--- config.mk ---
export PLATFORM = sky130hd
export DESIGN_NAME = clk_ctrl
export DESIGN_NICKNAME = d
export VERILOG_FILES = /design/src/clk_ctrl_pkg.sv /design/src/pin_sync.sv /design/src/clk_divider.sv /design/src/clk_ctrl.sv
export SDC_FILE = /design/constraint.sdc
export NUM_CORES = 1
export LEC_CHECK = 0
export ABC_AREA = 1
export BUFFER_PORTS_ARGS = -buffer_cell sky130_fd_sc_hd__buf_2
export CAP_MARGIN = 10
export CORE_MARGIN = 3
export CORE_UTILIZATION = 38
export CTS_CLUSTER_DIAMETER = 120
export CTS_CLUSTER_SIZE = 30
export DETAILED_ROUTE_END_ITERATION = 12
export GPL_ROUTABILITY_DRIVEN = 0
export PLACE_DENSITY = 0.69
export SLEW_MARGIN = 25
export SYNTH_ARGS = -nofsm -noshare
export SYNTH_HDL_FRONTEND = slang
export SYNTH_SLANG_ARGS = --single-unit
--- constraint.sdc ---
create_clock -name aclk -period 4.05 [get_ports aclk]
set_input_delay 0 -clock aclk [delete_from_list [all_inputs] [get_ports aclk]]
set_output_delay 0 -clock aclk [all_outputs]
set_load 0.005 [all_outputs]
--- src/clk_ctrl_pkg.sv ---
// Shared constants and types for the CPU clock source and divider block
package clk_ctrl_pkg;
    // ========================================================================
    // Register map (byte addresses, one aligned word each)
    localparam logic [7:0] ADDR_CLKDIV = 8'hD4;
    localparam logic [7:0] ADDR_OSCSEL = 8'hD8;
    localparam logic [7:0] ADDR_STPEN  = 8'hDC;
    localparam logic [7:0] ADDR_STATUS = 8'hE0;
    // ========================================================================
    // Field positions and writable masks
    localparam int unsigned DIV_LSB        = 3;
    localparam int unsigned SEL_SUB_BIT    = 0;
    localparam int unsigned SUB_STOP_BIT   = 2;
    localparam int unsigned MAIN_STOP_BIT  = 3;
    localparam logic [7:0]  CLKDIV_MASK    = 8'h98;
    localparam logic [7:0]  OSCSEL_MASK    = 8'h8D;
    // ========================================================================
    // Reset values
    localparam logic [7:0]  CLKDIV_RST     = 8'h00;
    localparam logic [7:0]  OSCSEL_RST     = 8'h00;
    localparam logic [7:0]  STPEN_RST      = 8'h00;
    localparam int unsigned FILTER_CYCLES  = 4;
    // ========================================================================
    // Divider codes and terminal counts (count of fxx ticks minus one)
    localparam logic [1:0]  DIV_BY16       = 2'h0;
    localparam logic [1:0]  DIV_BY8        = 2'h1;
    localparam logic [1:0]  DIV_BY2        = 2'h2;
    localparam logic [1:0]  DIV_BY1        = 2'h3;
    localparam logic [3:0]  TERM_BY16      = 4'hF;
    localparam logic [3:0]  TERM_BY8       = 4'h7;
    localparam logic [3:0]  TERM_BY2       = 4'h1;
    localparam logic [3:0]  TERM_BY1       = 4'h0;
    // ========================================================================
    // Bus responses
    localparam logic [1:0]  RESP_OKAY      = 2'h0;
    localparam logic [1:0]  RESP_SLVERR    = 2'h2;
    // ========================================================================
    // Power modes, one-hot
    typedef enum logic [2:0] {
        MODE_RUN  = 3'b001,
        MODE_IDLE = 3'b010,
        MODE_STOP = 3'b100
    } pwr_mode_t;
    // Oscillator control fields taken from the select register
    typedef struct packed {
        logic sub_sel;
        logic sub_stop;
        logic main_stop;
    } osc_ctrl_t;
endpackage : clk_ctrl_pkg

--- src/pin_sync.sv ---
// Three-flop pin synchroniser with agreement qualifier and rise pulse
`timescale 1ns/10ps
`default_nettype none
module pin_sync (
    input  wire logic aclk,     // System clock
    input  wire logic aresetn,  // Synchronous reset, active low
    input  wire logic pin,      // Asynchronous pin
    output logic      level,    // Accepted level
    output logic      rise      // One-cycle pulse on accepted rise
);
    logic s1_ff;
    logic s2_ff;
    logic s3_ff;
    logic level_ff;
    logic rise_ff;
    wire  agree;
    wire  nxt_level;

    // ========================================================================
    // A change counts only once stages two and three agree
    assign agree     = (s2_ff == s3_ff);
    assign nxt_level = agree ? s3_ff : level_ff;

    // Stage one feeds stage two only, to keep metastability contained
    always_ff @(posedge aclk) begin
        if (!aresetn) begin
            s1_ff    <= 1'b0;
            s2_ff    <= 1'b0;
            s3_ff    <= 1'b0;
            level_ff <= 1'b0;
            rise_ff  <= 1'b0;
        end else begin
            s1_ff    <= pin;
            s2_ff    <= s1_ff;
            s3_ff    <= s2_ff;
            level_ff <= nxt_level;
            rise_ff  <= nxt_level & ~level_ff;
        end
    end

    assign level = level_ff;
    assign rise  = rise_ff;
endmodule : pin_sync
`default_nettype wire

--- src/clk_divider.sv ---
// Programmable divider of the selected system clock tick stream
`timescale 1ns/10ps
`default_nettype none
module clk_divider (
    input  wire logic       aclk,     // System clock
    input  wire logic       aresetn,  // Synchronous reset, active low
    input  wire logic       tick_in,  // One tick per fxx edge
    input  wire logic       run,      // Counting allowed
    input  wire logic [1:0] div_code, // Ratio code
    output logic            tick_out  // One tick per CPU clock
);
    logic [3:0] cnt_ff;
    logic       out_ff;
    logic [3:0] term;
    wire        wrap;

    // ========================================================================
    // Code to terminal count
    always_comb begin
        unique case (div_code)
            clk_ctrl_pkg::DIV_BY16: term = clk_ctrl_pkg::TERM_BY16;
            clk_ctrl_pkg::DIV_BY8:  term = clk_ctrl_pkg::TERM_BY8;
            clk_ctrl_pkg::DIV_BY2:  term = clk_ctrl_pkg::TERM_BY2;
            clk_ctrl_pkg::DIV_BY1:  term = clk_ctrl_pkg::TERM_BY1;
        endcase
    end

    // A shrinking ratio never leaves the count stranded above term
    assign wrap = (cnt_ff >= term);

    // Count input ticks; gated ticks freeze the phase
    always_ff @(posedge aclk) begin
        if (!aresetn) begin
            cnt_ff <= 4'h0;
            out_ff <= 1'b0;
        end else begin
            out_ff <= tick_in & run & wrap;
            if (tick_in & run) begin
                cnt_ff <= wrap ? 4'h0 : cnt_ff + 4'h1;
            end
        end
    end

    assign tick_out = out_ff;

    // ========================================================================
    property p_div_ratio;
        @(posedge aclk) disable iff (!aresetn)
        (tick_in && run && cnt_ff == term) |=> tick_out;
    endproperty
    a_div_ratio: assert property (p_div_ratio) else $error("divider missed wrap");

    property p_div_cause;
        @(posedge aclk) disable iff (!aresetn)
        tick_out |-> $past(tick_in) && $past(run);
    endproperty
    a_div_cause: assert property (p_div_cause) else $error("divider tick without cause");
endmodule : clk_divider
`default_nettype wire

--- src/clk_ctrl.sv ---
// CPU clock source select, divider and power-down clock control
//
// Contract
// - CPU clock is fxx divided by 1,2,8,16
// - After reset the CPU runs at fxx/16
// - Select bit 0 picks main or sub
// - Main stop bit 3 halts main oscillator
// - Sub stop bit 2 halts sub oscillator
// - One write switches to sub, stops main
// - Main oscillator stays halted in Stop
// - Reset or filtered external interrupt ends Stop
// - Internal interrupt ends Stop if sub-clocked
// - Idle gates CPU clock, peripherals keep running
// - Any interrupt or reset ends Idle
// - Divider register read/write at D4H
// - Stop halts CPU and system clocks
`timescale 1ns/10ps
`default_nettype none
module clk_ctrl #(
    parameter int unsigned FILTER = clk_ctrl_pkg::FILTER_CYCLES // Noise filter cycles
) (
    input  wire logic        aclk,          // System clock, 200 MHz
    input  wire logic        aresetn,       // Synchronous reset, active low
    input  wire logic [7:0]  s_axi_awaddr,  // Write address
    input  wire logic        s_axi_awvalid, // Write address valid
    output logic             s_axi_awready, // Write address ready
    input  wire logic [31:0] s_axi_wdata,   // Write data
    input  wire logic [3:0]  s_axi_wstrb,   // Write strobes
    input  wire logic        s_axi_wvalid,  // Write data valid
    output logic             s_axi_wready,  // Write data ready
    output logic [1:0]       s_axi_bresp,   // Write response
    output logic             s_axi_bvalid,  // Write response valid
    input  wire logic        s_axi_bready,  // Write response ready
    input  wire logic [7:0]  s_axi_araddr,  // Read address
    input  wire logic        s_axi_arvalid, // Read address valid
    output logic             s_axi_arready, // Read address ready
    output logic [31:0]      s_axi_rdata,   // Read data
    output logic [1:0]       s_axi_rresp,   // Read response
    output logic             s_axi_rvalid,  // Read data valid
    input  wire logic        s_axi_rready,  // Read data ready
    input  wire logic        main_clock,    // Main oscillator pin
    input  wire logic        sub_clock,     // Sub oscillator pin
    input  wire logic        ext_irq,       // External interrupt pin
    input  wire logic        int_irq,       // Internal interrupt, same clock
    input  wire logic        wt_on_sub,     // Watch timer clocked by sub
    input  wire logic        stop_req,      // CPU enters Stop, pulse
    input  wire logic        idle_req,      // CPU enters Idle, pulse
    output logic             cpu_clk_en,    // CPU clock tick
    output logic             sys_clk_en,    // System and peripheral tick
    output logic             main_osc_en,   // Main oscillator enable
    output logic             sub_osc_en,    // Sub oscillator enable
    output logic             in_stop,       // Stop mode active
    output logic             in_idle        // Idle mode active
);
    // ========================================================================
    // Registers
    logic [7:0]  clkdiv_ff;
    logic [7:0]  oscsel_ff;
    logic [7:0]  stpen_ff;
    logic [7:0]  awaddr_ff;
    logic [7:0]  wdata_ff;
    logic        wstrb0_ff;
    logic        aw_have_ff;
    logic        w_have_ff;
    logic        awready_ff;
    logic        wready_ff;
    logic        bvalid_ff;
    logic [1:0]  bresp_ff;
    logic        arready_ff;
    logic        rvalid_ff;
    logic [31:0] rdata_ff;
    logic [1:0]  rresp_ff;
    logic        sys_tick_ff;
    logic        main_en_ff;
    logic        sub_en_ff;
    logic [3:0]  flt_cnt_ff;
    logic        ext_ok_ff;
    clk_ctrl_pkg::pwr_mode_t mode_ff;
    clk_ctrl_pkg::pwr_mode_t nxt_mode;
    clk_ctrl_pkg::osc_ctrl_t osc;

    // ========================================================================
    // Pin synchronisers and divider
    wire main_rise;
    wire sub_rise;
    wire ext_level;
    wire cpu_tick;

    pin_sync u_sync_main (
        .aclk    (aclk),
        .aresetn (aresetn),
        .pin     (main_clock),
        .level   (),
        .rise    (main_rise)
    );

    pin_sync u_sync_sub (
        .aclk    (aclk),
        .aresetn (aresetn),
        .pin     (sub_clock),
        .level   (),
        .rise    (sub_rise)
    );

    pin_sync u_sync_ext (
        .aclk    (aclk),
        .aresetn (aresetn),
        .pin     (ext_irq),
        .level   (ext_level),
        .rise    ()
    );

    // ========================================================================
    // Bus handshake decode
    wire aw_take  = s_axi_awvalid & awready_ff;
    wire w_take   = s_axi_wvalid & wready_ff;
    wire ar_take  = s_axi_arvalid & arready_ff;
    wire do_write = aw_have_ff & w_have_ff & ~bvalid_ff;
    wire nxt_aw   = aw_take | (aw_have_ff & ~do_write);
    wire nxt_w    = w_take | (w_have_ff & ~do_write);
    wire nxt_rv   = ar_take | (rvalid_ff & ~s_axi_rready);
    wire wr_hit   = do_write & wstrb0_ff;
    wire wr_div   = wr_hit & (awaddr_ff == clk_ctrl_pkg::ADDR_CLKDIV);
    wire wr_osc   = wr_hit & (awaddr_ff == clk_ctrl_pkg::ADDR_OSCSEL);
    wire wr_stp   = wr_hit & (awaddr_ff == clk_ctrl_pkg::ADDR_STPEN);
    wire [7:0] nxt_oscsel = wr_osc ? (wdata_ff & clk_ctrl_pkg::OSCSEL_MASK) : oscsel_ff;
    wire aw_map   = (awaddr_ff == clk_ctrl_pkg::ADDR_CLKDIV) | (awaddr_ff == clk_ctrl_pkg::ADDR_OSCSEL)
                  | (awaddr_ff == clk_ctrl_pkg::ADDR_STPEN) | (awaddr_ff == clk_ctrl_pkg::ADDR_STATUS);

    // Read mux; status is read-only state of the block
    wire [7:0] status = {3'h0, mode_ff == clk_ctrl_pkg::MODE_STOP, mode_ff == clk_ctrl_pkg::MODE_IDLE,
                         sub_en_ff, main_en_ff, osc.sub_sel};
    wire ar_div   = (s_axi_araddr == clk_ctrl_pkg::ADDR_CLKDIV);
    wire ar_osc   = (s_axi_araddr == clk_ctrl_pkg::ADDR_OSCSEL);
    wire ar_stp   = (s_axi_araddr == clk_ctrl_pkg::ADDR_STPEN);
    wire ar_sts   = (s_axi_araddr == clk_ctrl_pkg::ADDR_STATUS);
    wire [7:0] rd_byte = ar_div ? clkdiv_ff : ar_osc ? oscsel_ff : ar_stp ? stpen_ff : ar_sts ? status : 8'h00;
    wire ar_map   = ar_div | ar_osc | ar_stp | ar_sts;

    // ========================================================================
    // Write side: address and data taken in either order, one write at a time
    always_ff @(posedge aclk) begin
        if (!aresetn) begin
            aw_have_ff <= 1'b0;
            w_have_ff  <= 1'b0;
            awready_ff <= 1'b0;
            wready_ff  <= 1'b0;
            bvalid_ff  <= 1'b0;
            bresp_ff   <= clk_ctrl_pkg::RESP_OKAY;
            awaddr_ff  <= 8'h00;
            wdata_ff   <= 8'h00;
            wstrb0_ff  <= 1'b0;
        end else begin
            aw_have_ff <= nxt_aw;
            w_have_ff  <= nxt_w;
            awready_ff <= ~nxt_aw;
            wready_ff  <= ~nxt_w;
            bvalid_ff  <= do_write | (bvalid_ff & ~s_axi_bready);
            if (aw_take) awaddr_ff <= s_axi_awaddr;
            if (w_take) begin
                wdata_ff  <= s_axi_wdata[7:0];
                wstrb0_ff <= s_axi_wstrb[0];
            end
            if (do_write) bresp_ff <= aw_map ? clk_ctrl_pkg::RESP_OKAY : clk_ctrl_pkg::RESP_SLVERR;
        end
    end

    // Read side: answer one cycle after the address is taken
    always_ff @(posedge aclk) begin
        if (!aresetn) begin
            arready_ff <= 1'b0;
            rvalid_ff  <= 1'b0;
            rdata_ff   <= 32'h0000_0000;
            rresp_ff   <= clk_ctrl_pkg::RESP_OKAY;
        end else begin
            arready_ff <= ~nxt_rv;
            rvalid_ff  <= nxt_rv;
            if (ar_take) begin
                rdata_ff <= {24'h00_0000, rd_byte};
                rresp_ff <= ar_map ? clk_ctrl_pkg::RESP_OKAY : clk_ctrl_pkg::RESP_SLVERR;
            end
        end
    end

    // ========================================================================
    // Control registers; all fields change in one write so a switch is atomic
    always_ff @(posedge aclk) begin
        if (!aresetn) begin
            clkdiv_ff <= clk_ctrl_pkg::CLKDIV_RST;
            oscsel_ff <= clk_ctrl_pkg::OSCSEL_RST;
            stpen_ff  <= clk_ctrl_pkg::STPEN_RST;
        end else begin
            if (wr_div) clkdiv_ff <= wdata_ff & clk_ctrl_pkg::CLKDIV_MASK;
            oscsel_ff <= nxt_oscsel;
            if (wr_stp) stpen_ff  <= wdata_ff;
        end
    end

    assign osc.sub_sel   = oscsel_ff[clk_ctrl_pkg::SEL_SUB_BIT];
    assign osc.sub_stop  = oscsel_ff[clk_ctrl_pkg::SUB_STOP_BIT];
    assign osc.main_stop = oscsel_ff[clk_ctrl_pkg::MAIN_STOP_BIT];

    // ========================================================================
    // External wake passes a delay filter so short glitches are ignored
    always_ff @(posedge aclk) begin
        if (!aresetn) begin
            flt_cnt_ff <= 4'h0;
            ext_ok_ff  <= 1'b0;
        end else begin
            flt_cnt_ff <= !ext_level ? 4'h0 : (flt_cnt_ff == 4'(FILTER)) ? flt_cnt_ff : flt_cnt_ff + 4'h1;
            ext_ok_ff  <= ext_level & (flt_cnt_ff == 4'(FILTER - 1));
        end
    end

    // ========================================================================
    // Power mode sequencing
    wire int_wake = int_irq & sub_en_ff & wt_on_sub;
    always_comb begin
        nxt_mode = mode_ff;
        unique case (mode_ff)
            clk_ctrl_pkg::MODE_RUN: begin
                if (stop_req) nxt_mode = clk_ctrl_pkg::MODE_STOP;
                else if (idle_req) nxt_mode = clk_ctrl_pkg::MODE_IDLE;
            end
            clk_ctrl_pkg::MODE_IDLE: begin
                if (ext_ok_ff | int_irq) nxt_mode = clk_ctrl_pkg::MODE_RUN;
            end
            clk_ctrl_pkg::MODE_STOP: begin
                if (ext_ok_ff | int_wake) nxt_mode = clk_ctrl_pkg::MODE_RUN;
            end
            default: nxt_mode = clk_ctrl_pkg::MODE_RUN;
        endcase
    end

    // Source select; a stopped oscillator yields no ticks even if its pin toggles
    wire fxx_tick = osc.sub_sel ? (sub_rise & sub_en_ff) : (main_rise & main_en_ff);
    wire not_stop = (mode_ff != clk_ctrl_pkg::MODE_STOP);
    // Enables follow the register in the same edge, so a switch never lags
    wire nxt_main_on = ~nxt_oscsel[clk_ctrl_pkg::MAIN_STOP_BIT] & (nxt_mode != clk_ctrl_pkg::MODE_STOP);

    always_ff @(posedge aclk) begin
        if (!aresetn) begin
            mode_ff     <= clk_ctrl_pkg::MODE_RUN;
            main_en_ff  <= 1'b1;
            sub_en_ff   <= 1'b1;
            sys_tick_ff <= 1'b0;
        end else begin
            mode_ff     <= nxt_mode;
            main_en_ff  <= nxt_main_on;
            sub_en_ff   <= ~nxt_oscsel[clk_ctrl_pkg::SUB_STOP_BIT];
            sys_tick_ff <= fxx_tick & not_stop;
        end
    end

    // CPU ticks only in Run; Idle and Stop freeze the divider phase
    clk_divider u_div (
        .aclk     (aclk),
        .aresetn  (aresetn),
        .tick_in  (fxx_tick),
        .run      (mode_ff == clk_ctrl_pkg::MODE_RUN),
        .div_code (clkdiv_ff[clk_ctrl_pkg::DIV_LSB +: 2]),
        .tick_out (cpu_tick)
    );

    // ========================================================================
    // Outputs
    assign s_axi_awready = awready_ff;
    assign s_axi_wready  = wready_ff;
    assign s_axi_bvalid  = bvalid_ff;
    assign s_axi_bresp   = bresp_ff;
    assign s_axi_arready = arready_ff;
    assign s_axi_rvalid  = rvalid_ff;
    assign s_axi_rdata   = rdata_ff;
    assign s_axi_rresp   = rresp_ff;
    assign cpu_clk_en    = cpu_tick;
    assign sys_clk_en    = sys_tick_ff;
    assign main_osc_en   = main_en_ff;
    assign sub_osc_en    = sub_en_ff;
    assign in_stop       = (mode_ff == clk_ctrl_pkg::MODE_STOP);
    assign in_idle       = (mode_ff == clk_ctrl_pkg::MODE_IDLE);

    // ========================================================================
    // Checks
    property p_stop_gate;
        @(posedge aclk) disable iff (!aresetn)
        (mode_ff == clk_ctrl_pkg::MODE_STOP)[*2] |-> !cpu_clk_en && !sys_clk_en;
    endproperty
    a_stop_gate: assert property (p_stop_gate) else $error("clock ran in stop");

    property p_main_osc;
        @(posedge aclk) disable iff (!aresetn)
        main_osc_en == (!oscsel_ff[clk_ctrl_pkg::MAIN_STOP_BIT] && mode_ff != clk_ctrl_pkg::MODE_STOP);
    endproperty
    a_main_osc: assert property (p_main_osc) else $error("main oscillator enable wrong");

    property p_sub_osc;
        @(posedge aclk) disable iff (!aresetn)
        $changed(oscsel_ff[clk_ctrl_pkg::SUB_STOP_BIT]) |-> sub_osc_en == !oscsel_ff[clk_ctrl_pkg::SUB_STOP_BIT];
    endproperty
    a_sub_osc: assert property (p_sub_osc) else $error("sub oscillator enable wrong");

    property p_src_sel;
        @(posedge aclk) disable iff (!aresetn)
        (osc.sub_sel && !sub_rise) |=> !sys_clk_en;
    endproperty
    a_src_sel: assert property (p_src_sel) else $error("tick from wrong source");

    property p_idle_gate;
        @(posedge aclk) disable iff (!aresetn)
        (mode_ff == clk_ctrl_pkg::MODE_IDLE && !osc.sub_sel && main_en_ff && main_rise)
            |=> sys_clk_en && !cpu_clk_en;
    endproperty
    a_idle_gate: assert property (p_idle_gate) else $error("idle gating wrong");

    property p_idle_wake;
        @(posedge aclk) disable iff (!aresetn)
        (mode_ff == clk_ctrl_pkg::MODE_IDLE && int_irq) |=> mode_ff == clk_ctrl_pkg::MODE_RUN;
    endproperty
    a_idle_wake: assert property (p_idle_wake) else $error("idle not released");

    property p_stop_int;
        @(posedge aclk) disable iff (!aresetn)
        (mode_ff == clk_ctrl_pkg::MODE_STOP && int_irq && !ext_ok_ff)
            |=> (mode_ff == clk_ctrl_pkg::MODE_RUN) == $past(sub_en_ff && wt_on_sub);
    endproperty
    a_stop_int: assert property (p_stop_int) else $error("internal stop release wrong");

    property p_stop_ext;
        @(posedge aclk) disable iff (!aresetn)
        (mode_ff == clk_ctrl_pkg::MODE_STOP && ext_ok_ff) |=> main_osc_en == !osc.main_stop && !in_stop;
    endproperty
    a_stop_ext: assert property (p_stop_ext) else $error("external stop release wrong");

    property p_reset_div;
        @(posedge aclk) disable iff (!aresetn)
        !$past(aresetn) |-> clkdiv_ff[clk_ctrl_pkg::DIV_LSB +: 2] == clk_ctrl_pkg::DIV_BY16;
    endproperty
    a_reset_div: assert property (p_reset_div) else $error("divider not slowest after reset");

    property p_switch_sub;
        @(posedge aclk) disable iff (!aresetn)
        (wr_osc && wdata_ff[clk_ctrl_pkg::SEL_SUB_BIT] && wdata_ff[clk_ctrl_pkg::MAIN_STOP_BIT])
            |=> osc.sub_sel && !main_osc_en;
    endproperty
    a_switch_sub: assert property (p_switch_sub) else $error("switch to sub failed");

    property p_div_read;
        @(posedge aclk) disable iff (!aresetn)
        (ar_take && ar_div && !wr_div) |=> s_axi_rvalid && s_axi_rdata[7:0] == clkdiv_ff;
    endproperty
    a_div_read: assert property (p_div_read) else $error("divider register read wrong");
endmodule : clk_ctrl
`default_nettype wire

# ---- After elaboration in Yosys (flattened, before gate mapping)
# Index checks and enable logic that the tools add are counted.
dict set report totals {
  ff_bits 81
  in_bits 66
  output_inout_bits 47
  word_cells 129
}
dict set report op_classes {
  n_addsub 2
  n_lt_le_gt_ge 1
  eq_ne 21
  muxes 17
  bitwise_logic 47
  reduce_logical 2
}
# cell n
set ops {}
lappend ops {{8-bit equality test, second input constant} 8}
lappend ops {{1-bit bitwise AND} 24}
lappend ops {{8-bit 2-to-1 mux} 3}
lappend ops {{4-bit case mux with 4 select lines} 1}
lappend ops {{3-bit 2-to-1 mux} 4}
lappend ops {{1-bit bitwise OR} 12}
lappend ops {{1-bit inverter} 11}
lappend ops {{3-bit case mux with 3 select lines} 1}
lappend ops {{4-bit by 1-bit adder with 4-bit output, second input constant} 2}
lappend ops {{4-bit 2-to-1 mux} 2}
lappend ops {{3-bit != test, second input constant} 2}
lappend ops {{5-bit 2-to-1 mux} 1}
lappend ops {{2-bit equality test, second input constant} 2}
lappend ops {{4-bit by 2-bit equality test with 1-bit output, second input constant} 1}
lappend ops {{4-bit by 3-bit equality test with 1-bit output, second input constant} 1}
lappend ops {{4-bit greater-or-equal comparator} 1}
lappend ops {{2-bit 2-to-1 mux} 2}
lappend ops {{1-bit equality test} 3}
lappend ops {{3-bit by 1-bit equality test with 1-bit output, second input constant} 1}
lappend ops {{3-bit by 2-bit equality test with 1-bit output, second input constant} 1}
lappend ops {{3-bit equality test, second input constant} 1}
lappend ops {{1-bit 2-to-1 mux} 3}
lappend ops {{2-bit by 1-bit equality test with 1-bit output, second input constant} 1}
lappend ops {{2-bit logical NOT} 1}
lappend ops {{2-bit AND reduction} 1}

# ---- Depth between registers and ports, before layout
# Gate-level depths: netlist of the first run.
dict set report depth {
  word_depth 7
  depth_mapped 10
  depth_no_buf 10
}

# ---- Hierarchy
# A second synthesis of the first run with hierarchy kept.
dict set report unflattened {
  hier_cells 461
  hier_area_um2 3459.6
}
# module n_inst cells_per_inst area_per_inst_um2 seq_area_each_um2
set by_module_without_submodules {}
lappend by_module_without_submodules {clk_ctrl 1 366 2681.3 1201.2}
lappend by_module_without_submodules {pin_sync 3 17 151.4 100.1}
lappend by_module_without_submodules {clk_divider 1 44 324.1 100.1}

# ---- Worst setup path before layout of the first run
# OpenSTA, ideal clock, no wires.
dict set report synth_path {
  path_kind {reg2reg}
  startpoint {reg clkdiv_ff[4]}
  endpoint {reg u_div.cnt_ff[1]}
  setup_ns 0.078
  arrival_time_ns 1.190
  required_ns 3.972
  path_slack_ns 2.782
  path_stages_with_launch 9
  n_path_buf 0
  period_less_slack_ns 1.268
  path_cell_list {dfxtp_1 -> inv_1 -> nand2_1 -> ha_1 -> a21oi_1 -> nand3_1 -> nand2_1 -> nand2_1 -> nor3_1}
}
dict set report synth_between {
  elab_chain_len 4
  elab_cells_between_ends 7
  classes_between {order compare: 1; eq/ne: 3; mux: 2; reduce/logical: 1}
}
# element line_no
set synth_lines {}
lappend synth_lines {{start: declaration} clk_ctrl.sv:57} ;# logic [7:0] clkdiv_ff;
lappend synth_lines {{start signal: assignment} clk_ctrl.sv:189} ;# clkdiv_ff <= clk_ctrl_pkg::CLKDIV_RST;
lappend synth_lines {{start signal: assignment} clk_ctrl.sv:193} ;# if (wr_div) clkdiv_ff <= wdata_ff & clk_ctrl_pkg::CLKDIV_MASK;
lappend synth_lines {{2-bit equality test (tied with other cells)} clk_divider.sv:20} ;# unique case (div_code)
lappend synth_lines {{4-bit case mux with 4 select lines (*)} clk_divider.sv:20}
lappend synth_lines {{4-bit greater-or-equal comparator (*)} clk_divider.sv:29} ;# assign wrap = (cnt_ff >= term);
lappend synth_lines {{4-bit 2-to-1 mux (*)} clk_divider.sv:39} ;# cnt_ff <= wrap ? 4'h0 : cnt_ff + 4'h1;
lappend synth_lines {{end signal: assignment} clk_divider.sv:39}
lappend synth_lines {{end: declaration} clk_divider.sv:12} ;# logic [3:0] cnt_ff;
# Every way passes the cells marked *; elsewhere a longest branch is shown, timed or not.
# A chain may end at the register's enable or synchronous reset.

# ---- Final worst setup path of the first run
dict set report layout_path {
  startpoint {reg clkdiv_ff[4]}
  endpoint {reg u_div.cnt_ff[0]}
}
# Same word-level chain as after synthesis.

==> results of run 1 <==
flip-flops by register name (all words and copies together) (netlist names), 3 cells and up:
register	count
mode_ff	3
stpen_ff	8
flt_cnt_ff	4
awaddr_ff	8
clkdiv_ff	3
s_axi_rdata	8
u_div.cnt_ff	4
wdata_ff	8
oscsel_ff	4
critical path, cell delays in order, from the launching register on:
cell	delay, ns
sky130_fd_sc_hd__dfxtp_1	0.34
sky130_fd_sc_hd__inv_1	0.10
sky130_fd_sc_hd__nand2_1	0.06
sky130_fd_sc_hd__ha_1	0.30
sky130_fd_sc_hd__a21oi_1	0.14
sky130_fd_sc_hd__nand3_1	0.09
sky130_fd_sc_hd__nand2_1	0.08
sky130_fd_sc_hd__nand2_1	0.10
sky130_fd_sc_hd__a21oi_1	0.17
cells in the mapped netlist (2+ instances only):
cell type                  instances
sky130_fd_sc_hd__nor3_1           10
sky130_fd_sc_hd__nand2_1          71
sky130_fd_sc_hd__inv_1            54
sky130_fd_sc_hd__nor3_2            2
sky130_fd_sc_hd__o21ai_1           2
sky130_fd_sc_hd__nor2_2            4
sky130_fd_sc_hd__o21ai_0          39
sky130_fd_sc_hd__a31oi_1           3
sky130_fd_sc_hd__buf_2             2
sky130_fd_sc_hd__dfxtp_1          79
sky130_fd_sc_hd__nand3_2           2
sky130_fd_sc_hd__o21bai_1          2
sky130_fd_sc_hd__buf_4            27
sky130_fd_sc_hd__inv_2             5
sky130_fd_sc_hd__clkbuf_1          9
sky130_fd_sc_hd__ha_1              7
sky130_fd_sc_hd__nor2_4            2
sky130_fd_sc_hd__nor2_1           72
sky130_fd_sc_hd__o211ai_1          2
sky130_fd_sc_hd__nand4_1           4
sky130_fd_sc_hd__nand3_1          22
sky130_fd_sc_hd__a21oi_1          34
kinds of logic (layout without fill, tap and decap cells):
family,after synthesis,after routing,share of synthesized area [%]
and+or+nand+nor,191,191,24.2
DFF,79,79,46.1
AOI/OAI and AO/OA,84,84,12.9
adders and majority gates,7,7,2.55
buffers and inverters,97,157,13.6
other,1,26,0.109
xor gates and xnor gates,2,2,0.510
cells in the final DEF, fill, tap and decap left out:
cell,synthesis,routed
sky130_fd_sc_hd__dfxtp_1,79,79
sky130_fd_sc_hd__nor2_1,72,72
sky130_fd_sc_hd__nand2_1,71,71
sky130_fd_sc_hd__buf_2,2,59
sky130_fd_sc_hd__inv_1,54,54
sky130_fd_sc_hd__o21ai_0,39,39
sky130_fd_sc_hd__a21oi_1,34,34
sky130_fd_sc_hd__conb_1,1,26
sky130_fd_sc_hd__dlygate4sd3_1,0,23
sky130_fd_sc_hd__nand3_1,22,22
sky130_fd_sc_hd__nor3_1,10,10
sky130_fd_sc_hd__clkbuf_8,0,10
sky130_fd_sc_hd__ha_1,7,7
sky130_fd_sc_hd__inv_2,5,5
sky130_fd_sc_hd__nor2_2,4,4
sky130_fd_sc_hd__nand4_1,4,4
sky130_fd_sc_hd__a31oi_1,3,3
sky130_fd_sc_hd__clkbuf_1,9,3
sky130_fd_sc_hd__bufinv_16,0,3
sky130_fd_sc_hd__nor3_2,2,2
sky130_fd_sc_hd__nand3_2,2,2
sky130_fd_sc_hd__nor2_4,2,2
sky130_fd_sc_hd__o211ai_1,2,2
sky130_fd_sc_hd__o21bai_1,2,2
sky130_fd_sc_hd__o21ai_1,2,2
sky130_fd_sc_hd__nor3_4,1,1
sky130_fd_sc_hd__xnor2_1,1,1
sky130_fd_sc_hd__or2_2,1,1
sky130_fd_sc_hd__a32oi_1,1,1
sky130_fd_sc_hd__o311ai_0,1,1
sky130_fd_sc_hd__xor2_1,1,1
final cells by class:
cell class / count / share of cell area [%]
multi-input combinational: 310 / 35.3
clock buffer: 13 / 3.56
inverter: 59 / 5.30
tap: 108 / 3.23
sequential: 79 / 37.8
clock inverter: 3 / 2.16
timing repair buffer: 82 / 12.6
power by group:
| group | internal, uW | total (uW) | switching, uW |
|---|---|---|---|
| Clock | 428 | 704 | 277 |
| Combinational | 57.2 | 136 | 78.5 |
| Sequential | 804 | 821 | 17.5 |
stage by stage:
step | cell area, um^2 | instances
2_1_floorplan | 3530 | 486
3_3_place_gp | 3710 | 615
3_5_place_dp | 3710 | 615
4_1_cts | 4180 | 654
5_1_grt | 4180 | 654
6_report | 4180 | 654
per-layer routing:
| metal | up-vias | wire length, um | track usage, % | part of all wire, % |
|---|---|---|---|---|
| met5 | - | 0 | 0 | 0 |
| met1 | 1322 | 3360 | 16.9 | 46 |
| met2 | 100 | 3350 | 25.1 | 46 |
| met3 | 8 | 479 | 3.94 | 6.6 |
| li1 | 1583 | - | - | - |
| met4 | 0 | 106 | 6.13 | 1.5 |
worst paths after layout:
kind | endpoint | cells after the start
hold reg to reg | u_sync_ext.s2_ff | 2
hold / removal | mode_ff[0] | 5
setup reg to reg | u_div.cnt_ff[0] | 8
setup / recovery | u_div.cnt_ff[0] | 8
==> results.yml, run 1 <==
run_status:
  outcome: "complete, no violations"
drt:
  initialDrtViolationCount: 130
  detail-route-antenna-nets: 0
  total_routed_wirelength_um: 7290
  drt_first_pass_iters: 5
  via_count: 3013
  post-route-drc-count: 0
  post_drt_via_cell_ratio: 4.61
  routedWlPerCell_um: 11.2
global_route:
  grt_antenna_before_repair: 0
  global_route_wire_length_before_repair_um: 11800
  grt.total_usage_pct: 14.5
  pin_count_of_the_biggest_net_entering_global_routing: 49
  vias_in_the_first_global_route: 2815
  gr-total-overflow: 0
floorplanning:
  core_area_um2: 8760
  initial_core_util_pct: 39.2
  die_ar_um2: 10200
  rows: 34
  fp.dieH_um: 101
  die_outline_width_um: 101
  design.portCount: 113
sta:
  grt_setup_unrepaired: "no"
  tightest_slew_ns: 0.724
  finClkSkew_ns: 0.0102
  fin_crit_ns: 1.47
  timing.final.setup_violations: 0
  timing_max_transition_violations_final: 0
  max_slew_margin_pct: 51.7
  fmax_mhz: 682
  post-route-worst-setup-slack_ns: 2.58
  hold_viol_final: 0
  finalHoldWorstSlack_ns: 0.0171
  finalSetupTns_ns: 0
  period_utilization_pct: 36.2
worst_setup_path:
  regToRegStartpoint: "clkdiv_ff[4]"
  critical_path.startpoint_type: "register"
  timing.critical_path.to_type: "register"
  cp_data_arrival_time_ns: 1.74
  worst_ep_required_time_ns: 4.32
  crit_fanout: 4
  timing.reg2reg.setup_slack_ns: 2.58
  timing_worst_setup_path_type: "reg2reg"
  crit_start: "clkdiv_ff[4]"
logic_synthesis:
  syn-cell-area_um2: 3430
  ys_dominant_reg_cell: "sky130_fd_sc_hd__dfxtp_1"
  syn_inst_count: 461
  yosysTopAreaCellShare_pct: 46.1
  yosys_warnings: 0
  number_of_distinct_library_cells_after_synthesis: 29
  synthesized_area_per_cell_um2: 7.44
  synth_seq_cells: 79
  synth_edf_count: 0
  post-synth-top-area-cell: "sky130_fd_sc_hd__dfxtp_1"
  sequential_fraction_of_the_synthesis_area_pct: 46.1
  async_reset_ff_share_pct: 0
  synth.top_cells.by_area: "sky130_fd_sc_hd__dfxtp_1 (46%), sky130_fd_sc_hd__nor2_1 (7.9%), sky130_fd_sc_hd__nand2_1 (7.8%)"
clock_tree:
  numCtsBuffers: 9
  clkTransAtPathRegs_ns: 0.08
  tritoncts_num_sinks: 79
  holdBufCountCts: 23
  cts_resized: 0
  clock_tree_root_driver_cell: "sky130_fd_sc_hd__clkbuf_8"
  clk_latency_ns: 0.35
  clock_tree.htree_level_count: 3
  tritoncts_clock_tree: "built"
  post-cts-setup-buffer-count: 0
  clk_path_buf_depth: 2
worst_hold_path:
  class_of_the_tightest_hold_or_removal_check: "in2reg"
  timing.hold.worst.start: "int_irq"
placed_design:
  detailed_place_hpwl_um: 5170
  detailedPlace.worstSlack_ns: 2.47
  portBuffers: 59
finish:
  final_layout_size_suffix_gt1_share_pct: 16.3
  final_net_count: 614
  antenna_cells: 0
  final-seq-area_um2: 1580
  nFillCells: 878
  area_growth_syn_to_layout_pct: 21.8
  multi_input_comb_area_um2: 1480
  postLayoutCoreUtil_pct: 47.7
power_and_ir_drop:
  power.ir.vdd_worst_v: 0.000172
  design_power_total_uw: 1660
  power_density_nw_per_um2: 397
  total_leakage_power_uw: 0.00199
job:
  cap_viol_max_count: 0
(Power assumes the default switching activity.)
==> run 2, diff against run 1 <==
- PLACE_DENSITY: 0.69 -> 0.71
- clock period: 4.05 -> 1.3 ns (I/O delays scaled with it)
==> run 2 against run 1 <==
Non-clock buffer count is 34 higher. Critical path depth is the same. Die area unchanged. Register-to-register slack got worse by 2.6 ns. Power grew to 3.0 times the previous value. Final cell count rose by 5.2%. Worst setup slack worse by 2.6 ns. Sequential power increased to 3.1 times the previous value. Final area is 9.8% higher. Utilization up 4.7 points. Via count increased by 5.9%. Largest cell class is now multi-input gates.
==> results.yml, run 2 (synthesis gave the netlist of run 1 again) <==
drt:
  post_drt_via_cell_ratio: 4.64
  detail-route-antenna-nets: 0
  drt_first_pass_iters: 4
  initialDrtViolationCount: 130
  total_routed_wirelength_um: 7740
  post-route-drc-count: 0
  routedWlPerCell_um: 11.3
  via_count: 3191
finish:
  postLayoutCoreUtil_pct: 52.4
  multi_input_comb_area_um2: 1610
  top_library_cells_by_usage_in_the_layout_fill_and_taps_aside: "sky130_fd_sc_hd__nor2_1 (67), sky130_fd_sc_hd__dfxtp_1 (67), sky130_fd_sc_hd__nand2_1 (62)"
  final-seq-area_um2: 1600
  area_growth_syn_to_layout_pct: 33.7
  nFillCells: 819
  antenna_cells: 0
  final_layout_size_suffix_gt1_share_pct: 28.4
  final_net_count: 648
worst_hold_path:
  class_of_the_tightest_hold_or_removal_check: "in2reg"
global_route:
  global_route_wire_length_before_repair_um: 12400
  grt.total_usage_pct: 15.2
  grt_antenna_before_repair: 0
  vias_in_the_first_global_route: 2853
  gr-total-overflow: 0
  pin_count_of_the_biggest_net_entering_global_routing: 24
power_and_ir_drop:
  power.ir.vdd_worst_v: 0.000449
  power_density_nw_per_um2: 1100
  design_power_total_uw: 5030
  total_leakage_power_uw: 0.00214
clock_tree:
  clock_tree_root_driver_cell: "sky130_fd_sc_hd__clkbuf_8"
  clk_latency_ns: 0.35
  clk_path_buf_depth: 2
  clock_tree.htree_level_count: 3
  numCtsBuffers: 9
  tritoncts_num_sinks: 79
  tritoncts_clock_tree: "built"
  clkTransAtPathRegs_ns: 0.08
worst_setup_path:
  crit_fanout: 4
  timing.critical_path.to_type: "register"
  critical_path.startpoint_type: "register"
  worst_ep_required_time_ns: 1.58
  cp_data_arrival_time_ns: 1.56
  timing_worst_setup_path_type: "reg2reg"
sta:
  fin_crit_ns: 1.28
  finClkSkew_ns: 0.00569
  timing_max_transition_violations_final: 0
  finalHoldWorstSlack_ns: 0.0184
  timing.final.setup_violations: 0
  finalSetupTns_ns: 0
  grt_setup_unrepaired: "yes"
  fmax_mhz: 780
  period_utilization_pct: 98.6
  hold_viol_final: 0
floorplanning:
  fp.dieH_um: 101
  design.portCount: 113
  die_outline_width_um: 101
  initial_core_util_pct: 39.2
  core_area_um2: 8760
  rows: 34
  die_ar_um2: 10200
job:
  cap_viol_max_count: 0
run_status:
  outcome: "complete, no violations"
placed_design:
  detailed_place_hpwl_um: 5660
  portBuffers: 59
==> run 2: cell types whose count changed in the layout (fill, tap and decap cells not counted), sizes merged <==
cell	delta
bufinv	-1
clkinvlp	+2
clkbuf	-3
dlygate4sd3	+4
buf	+30
clkinv	+2
==> run 2: stage by stage <==
stage | instances | cell area, um^2 | worst slack, ns
after floorplan | 486 | 3530 | 0.0325
after global placement | 639 | 3890 | 0.00253
after detailed placement | 639 | 3890 | -0.118
after CTS | 683 | 4420 | -0.0202
after global routing | 688 | 4590 | -0.0775
final | 688 | 4590 | 0.0179
==> run 2: power breakdown <==
group          switching, uW  total [uW]  internal (uW)
sequential              62.4        2570           2510
clock                    872        1950           1070
combinational            276         516            240
==> run 2: area by class of cell <==
type,count,share of cell area [%]
Sequential cell,79,34.9
Tap cell,108,2.95
Multi-Input combinational cell,310,35.2
Timing Repair Buffer,116,17.5
Clock buffer,10,2.78
Inverter,59,4.94
Clock inverter,6,1.85
==> run 2: timing repair <==
| action | in CTS | in global routing |
|---|---|---|
| buffers inserted | 1 | 5 |
| gates resized for setup | 17 | 50 |
| endpoints found under the setup margin | 18 | 25 |
| pin swaps | 4 | 20 |
| hold endpoints to repair | 27 | 0 |
| hold buffers | 27 | 0 |
==> run 2: layer usage <==
metal / up-vias / share of wire [%] / track usage, %
li1: 1648 / - / -
met1: 1443 / 45 / 18.5
met2: 88 / 48 / 25.5
met3: 12 / 5.5 / 3.67
met4: 0 / 1.7 / 6.65
met5: - / 0 / 0
==> run 2: final timing paths <==
kind                           from                 to  slack, ns  cells past startpoint
hold / removal              int_irq         mode_ff[0]       0.02                      5
hold reg to reg   u_sync_main.s1_ff  u_sync_main.s2_ff       0.41                      2
setup reg to reg       clkdiv_ff[4]    u_div.cnt_ff[1]       0.02                      8
setup / recovery       clkdiv_ff[4]    u_div.cnt_ff[1]       0.02                      8
==> run 2: worst max-delay path, stage by stage, from the launching register on <==
cell and delay [ns]:
sky130_fd_sc_hd__dfxtp_4 0.37, sky130_fd_sc_hd__inv_2 0.06, sky130_fd_sc_hd__nand2_2 0.06, sky130_fd_sc_hd__ha_4 0.23, sky130_fd_sc_hd__a21oi_2 0.12, sky130_fd_sc_hd__nand3_1 0.09, sky130_fd_sc_hd__nand2_2 0.10, sky130_fd_sc_hd__nand2_4 0.07
sky130_fd_sc_hd__nor3_2 0.10
==> run 3, diff against run 2 <==
- ABC_AREA: 1 -> not set
==> run 3 against run 2 <==
The flow now finishes with violations (negative setup slack). Utilization is 0.41 points lower. Register-to-register slack worse by 0.26 ns. Via count is 9.8% lower. Critical endpoint is now u_div.cnt_ff[0].
==> results.yml, run 3 <==
run_status:
  outcome: "complete, but fails checks"
  violations_in_the_final_reports: "negative setup slack"
placed_design:
  detailed_place_hpwl_um: 5650
  detailedPlace.worstSlack_ns: -0.213
  total_placed_cells_including_tap_cells: 552
  portBuffers: 59
sta:
  hold_viol_final: 0
  post-route-worst-setup-slack_ns: -0.241
  timing_max_transition_violations_final: 0
  grt_setup_unrepaired: "yes"
  fmax_mhz: 649
  fin_crit_ns: 1.54
  finClkSkew_ns: 0.00821
  timing.final.setup_violations: 18
  period_utilization_pct: 119
worst_setup_path:
  cp_data_arrival_time_ns: 1.76
  reg2regPathDepth: 6
  cp_cell_sequence: "or2_4, ha_4, o21a_1, nor2_2, o31ai_4, nor2_1"
  critical-path-top-delay-family: "compound AO/OA/AOI/OAI gates"
  timing.critical_path.to_type: "register"
  timing_worst_setup_path_type: "reg2reg"
  worst_ep_required_time_ns: 1.52
  timing.rr.end: "u_div.cnt_ff[0]"
  worstPathBufferInverterCount: 0
  max_stage_delay_ns: 0.37
  critical_path.startpoint_type: "register"
  regToRegStartpoint: "clkdiv_ff[4]"
  crit_fanout: 5
  timing.reg2reg.setup_slack_ns: -0.24
  timing.critical_path.slowest_stage_cell: "sky130_fd_sc_hd__dfxtp_4"
power_and_ir_drop:
  power_density_nw_per_um2: 1080
  total_leakage_power_uw: 0.00200
  power.ir.vdd_worst_v: 0.000682
job:
  cap_viol_max_count: 0
drt:
  routedWlPerCell_um: 12.8
  post_drt_via_cell_ratio: 4.82
  initialDrtViolationCount: 107
  detail-route-antenna-nets: 0
  drt_first_pass_iters: 4
  via_count: 2878
  total_routed_wirelength_um: 7660
  post-route-drc-count: 0
floorplanning:
  rows: 34
  fp.dieH_um: 103
  die_ar_um2: 10600
  die_outline_width_um: 103
  design.portCount: 113
  initial_core_util_pct: 40.1
  core_area_um2: 8930
clock_tree:
  clock_tree_root_driver_cell: "sky130_fd_sc_hd__clkbuf_8"
  clkTransAtPathRegs_ns: 0.08
  tritoncts_num_sinks: 79
  numCtsBuffers: 9
  clk_latency_ns: 0.34
  tritoncts_clock_tree: "built"
  clock_tree.htree_level_count: 3
  clk_path_buf_depth: 2
logic_synthesis:
  synthesized_area_per_cell_um2: 9.35
  synth.most_common_cell: "sky130_fd_sc_hd__dfxtp_1"
  yosys_warnings: 0
  synth.top_cells.by_area: "sky130_fd_sc_hd__dfxtp_1 (44%), sky130_fd_sc_hd__buf_4 (5.4%), sky130_fd_sc_hd__mux2i_1 (5.3%)"
  syn_inst_count: 383
  synth_seq_cells: 79
  async_reset_ff_share_pct: 0
  yosysTopAreaCellShare_pct: 44.1
  ys_dominant_reg_cell: "sky130_fd_sc_hd__dfxtp_1"
  syn-cell-area_um2: 3580
  post-synth-top-area-cell: "sky130_fd_sc_hd__dfxtp_1"
  synth_edf_count: 0
  sequential_fraction_of_the_synthesis_area_pct: 44.1
  yosys-top-cells-count: "sky130_fd_sc_hd__dfxtp_1 (79), sky130_fd_sc_hd__nand2_1 (44), sky130_fd_sc_hd__buf_4 (26)"
  number_of_distinct_library_cells_after_synthesis: 58
finish:
  area_growth_syn_to_layout_pct: 29.5
  finish.cell_count_without_fillers: 597
  multi_input_comb_area_um2: 1900
  final_net_count: 557
  nFillCells: 798
  most_common_cell_after_layout_fill_and_taps_aside: "sky130_fd_sc_hd__dfxtp_1"
  final_layout_size_suffix_gt1_share_pct: 27.6
  final-seq-area_um2: 1590
  top_library_cells_by_usage_in_the_layout_fill_and_taps_aside: "sky130_fd_sc_hd__dfxtp_1 (73), sky130_fd_sc_hd__buf_2 (58), sky130_fd_sc_hd__nand2_1 (41)"
  antenna_cells: 0
global_route:
  gr-total-overflow: 0
  vias_in_the_first_global_route: 2846
  grt.total_usage_pct: 15.1
  pin_count_of_the_biggest_net_entering_global_routing: 29
  global_route_wire_length_before_repair_um: 12800
  grt_antenna_before_repair: 0
worst_hold_path:
  timing.hold.worst.start: "wt_on_sub"
  hold_end: "mode_ff[0]"
  class_of_the_tightest_hold_or_removal_check: "in2reg"
  timing.hold.worst_path_depth: 3
-- run 3: cell families after synthesis --
kind of cell,count (synthesis),share of synthesized area [%]
other,1,0.105
adders and majority gates,7,2.44
AOI/OAI and AO/OA,70,14.3
muxes,20,5.62
xor gates and xnor gates,4,0.978
and+or+nand+nor,152,24.3
DFF,79,44.1
buffers and inverters,50,8.14
-- run 3: worst max-delay path by stage --
stage | startpoint | endpoint | slack (ns) | cells after the start
final | clkdiv_ff[4] | u_div.cnt_ff[0] | -0.24 | 6
after global routing | clkdiv_ff[4] | u_div.cnt_ff[0] | -0.30 | 6
after CTS | clkdiv_ff[4] | u_div.cnt_ff[0] | -0.24 | 6
after detailed placement | clkdiv_ff[3] | u_div.cnt_ff[0] | -0.21 | 6
after global placement | clkdiv_ff[4] | u_div.cnt_ff[0] | -0.16 | 6
after floorplan | clkdiv_ff[4] | u_div.cnt_ff[0] | -0.11 | 6
-- run 3: worst register-to-register path: cells and delay by family, from the launching register on --
family | cells | cell delay, ns
and+or+nand+nor | 3 | 0.37
DFF | 1 | 0.37
AOI/OAI and AO/OA | 2 | 0.42
adders and majority gates | 1 | 0.26
-- run 3: metrics by stage --
| step | area (um^2) | setup TNS, ns | hold WS (ns) | util, % | total power (uW) |
|---|---|---|---|---|---|
| floorplan | 3730 | -0.458 | 0.127 | - | 2890 |
| global placement | 4080 | -0.931 | 0.211 | 45.6 | 3020 |
| detailed placement | 4080 | -1.46 | 0.210 | 45.6 | 3040 |
| CTS | 4590 | -1.56 | 0.00799 | 51.4 | 5060 |
| global route | 4640 | -2.62 | 0.0503 | 51.9 | 5230 |
| finish | 4640 | -1.55 | 0.0272 | 51.9 | 4990 |
-- run 3: where the power goes --
group	total (uW)	internal (uW)	switching, uW	leakage [uW]
logic	514	278	237	0.00125
clock network	1940	1080	864	0.000102
registers	2540	2490	50.0	0.000645
-- run 3: area by class of cell --
cell class / count / share of cell area, %
Clock buffer: 10 / 2.75
Clock inverter: 6 / 1.83
Inverter: 7 / 0.593
Multi-Input combinational cell: 279 / 41.0
Sequential cell: 79 / 34.3
Tap cell: 108 / 2.91
Timing Repair Buffer: 108 / 16.7
-- run 3: what timing repair did --
item	in CTS	in global routing
hold buffers	25	0
setup buffers	3	2
pin swaps	2	7
resized for setup	11	10
endpoints found under the hold margin	25	0
setup endpoints to repair	20	24
-- run 3: routing by layer --
layer	vias up	wire [um]	GRT usage, %
met1	1310	3470	18.5
li1	1471	-	-
met4	0	120	4.88
met2	83	3620	25.8
met5	-	0	0
met3	14	454	3.92
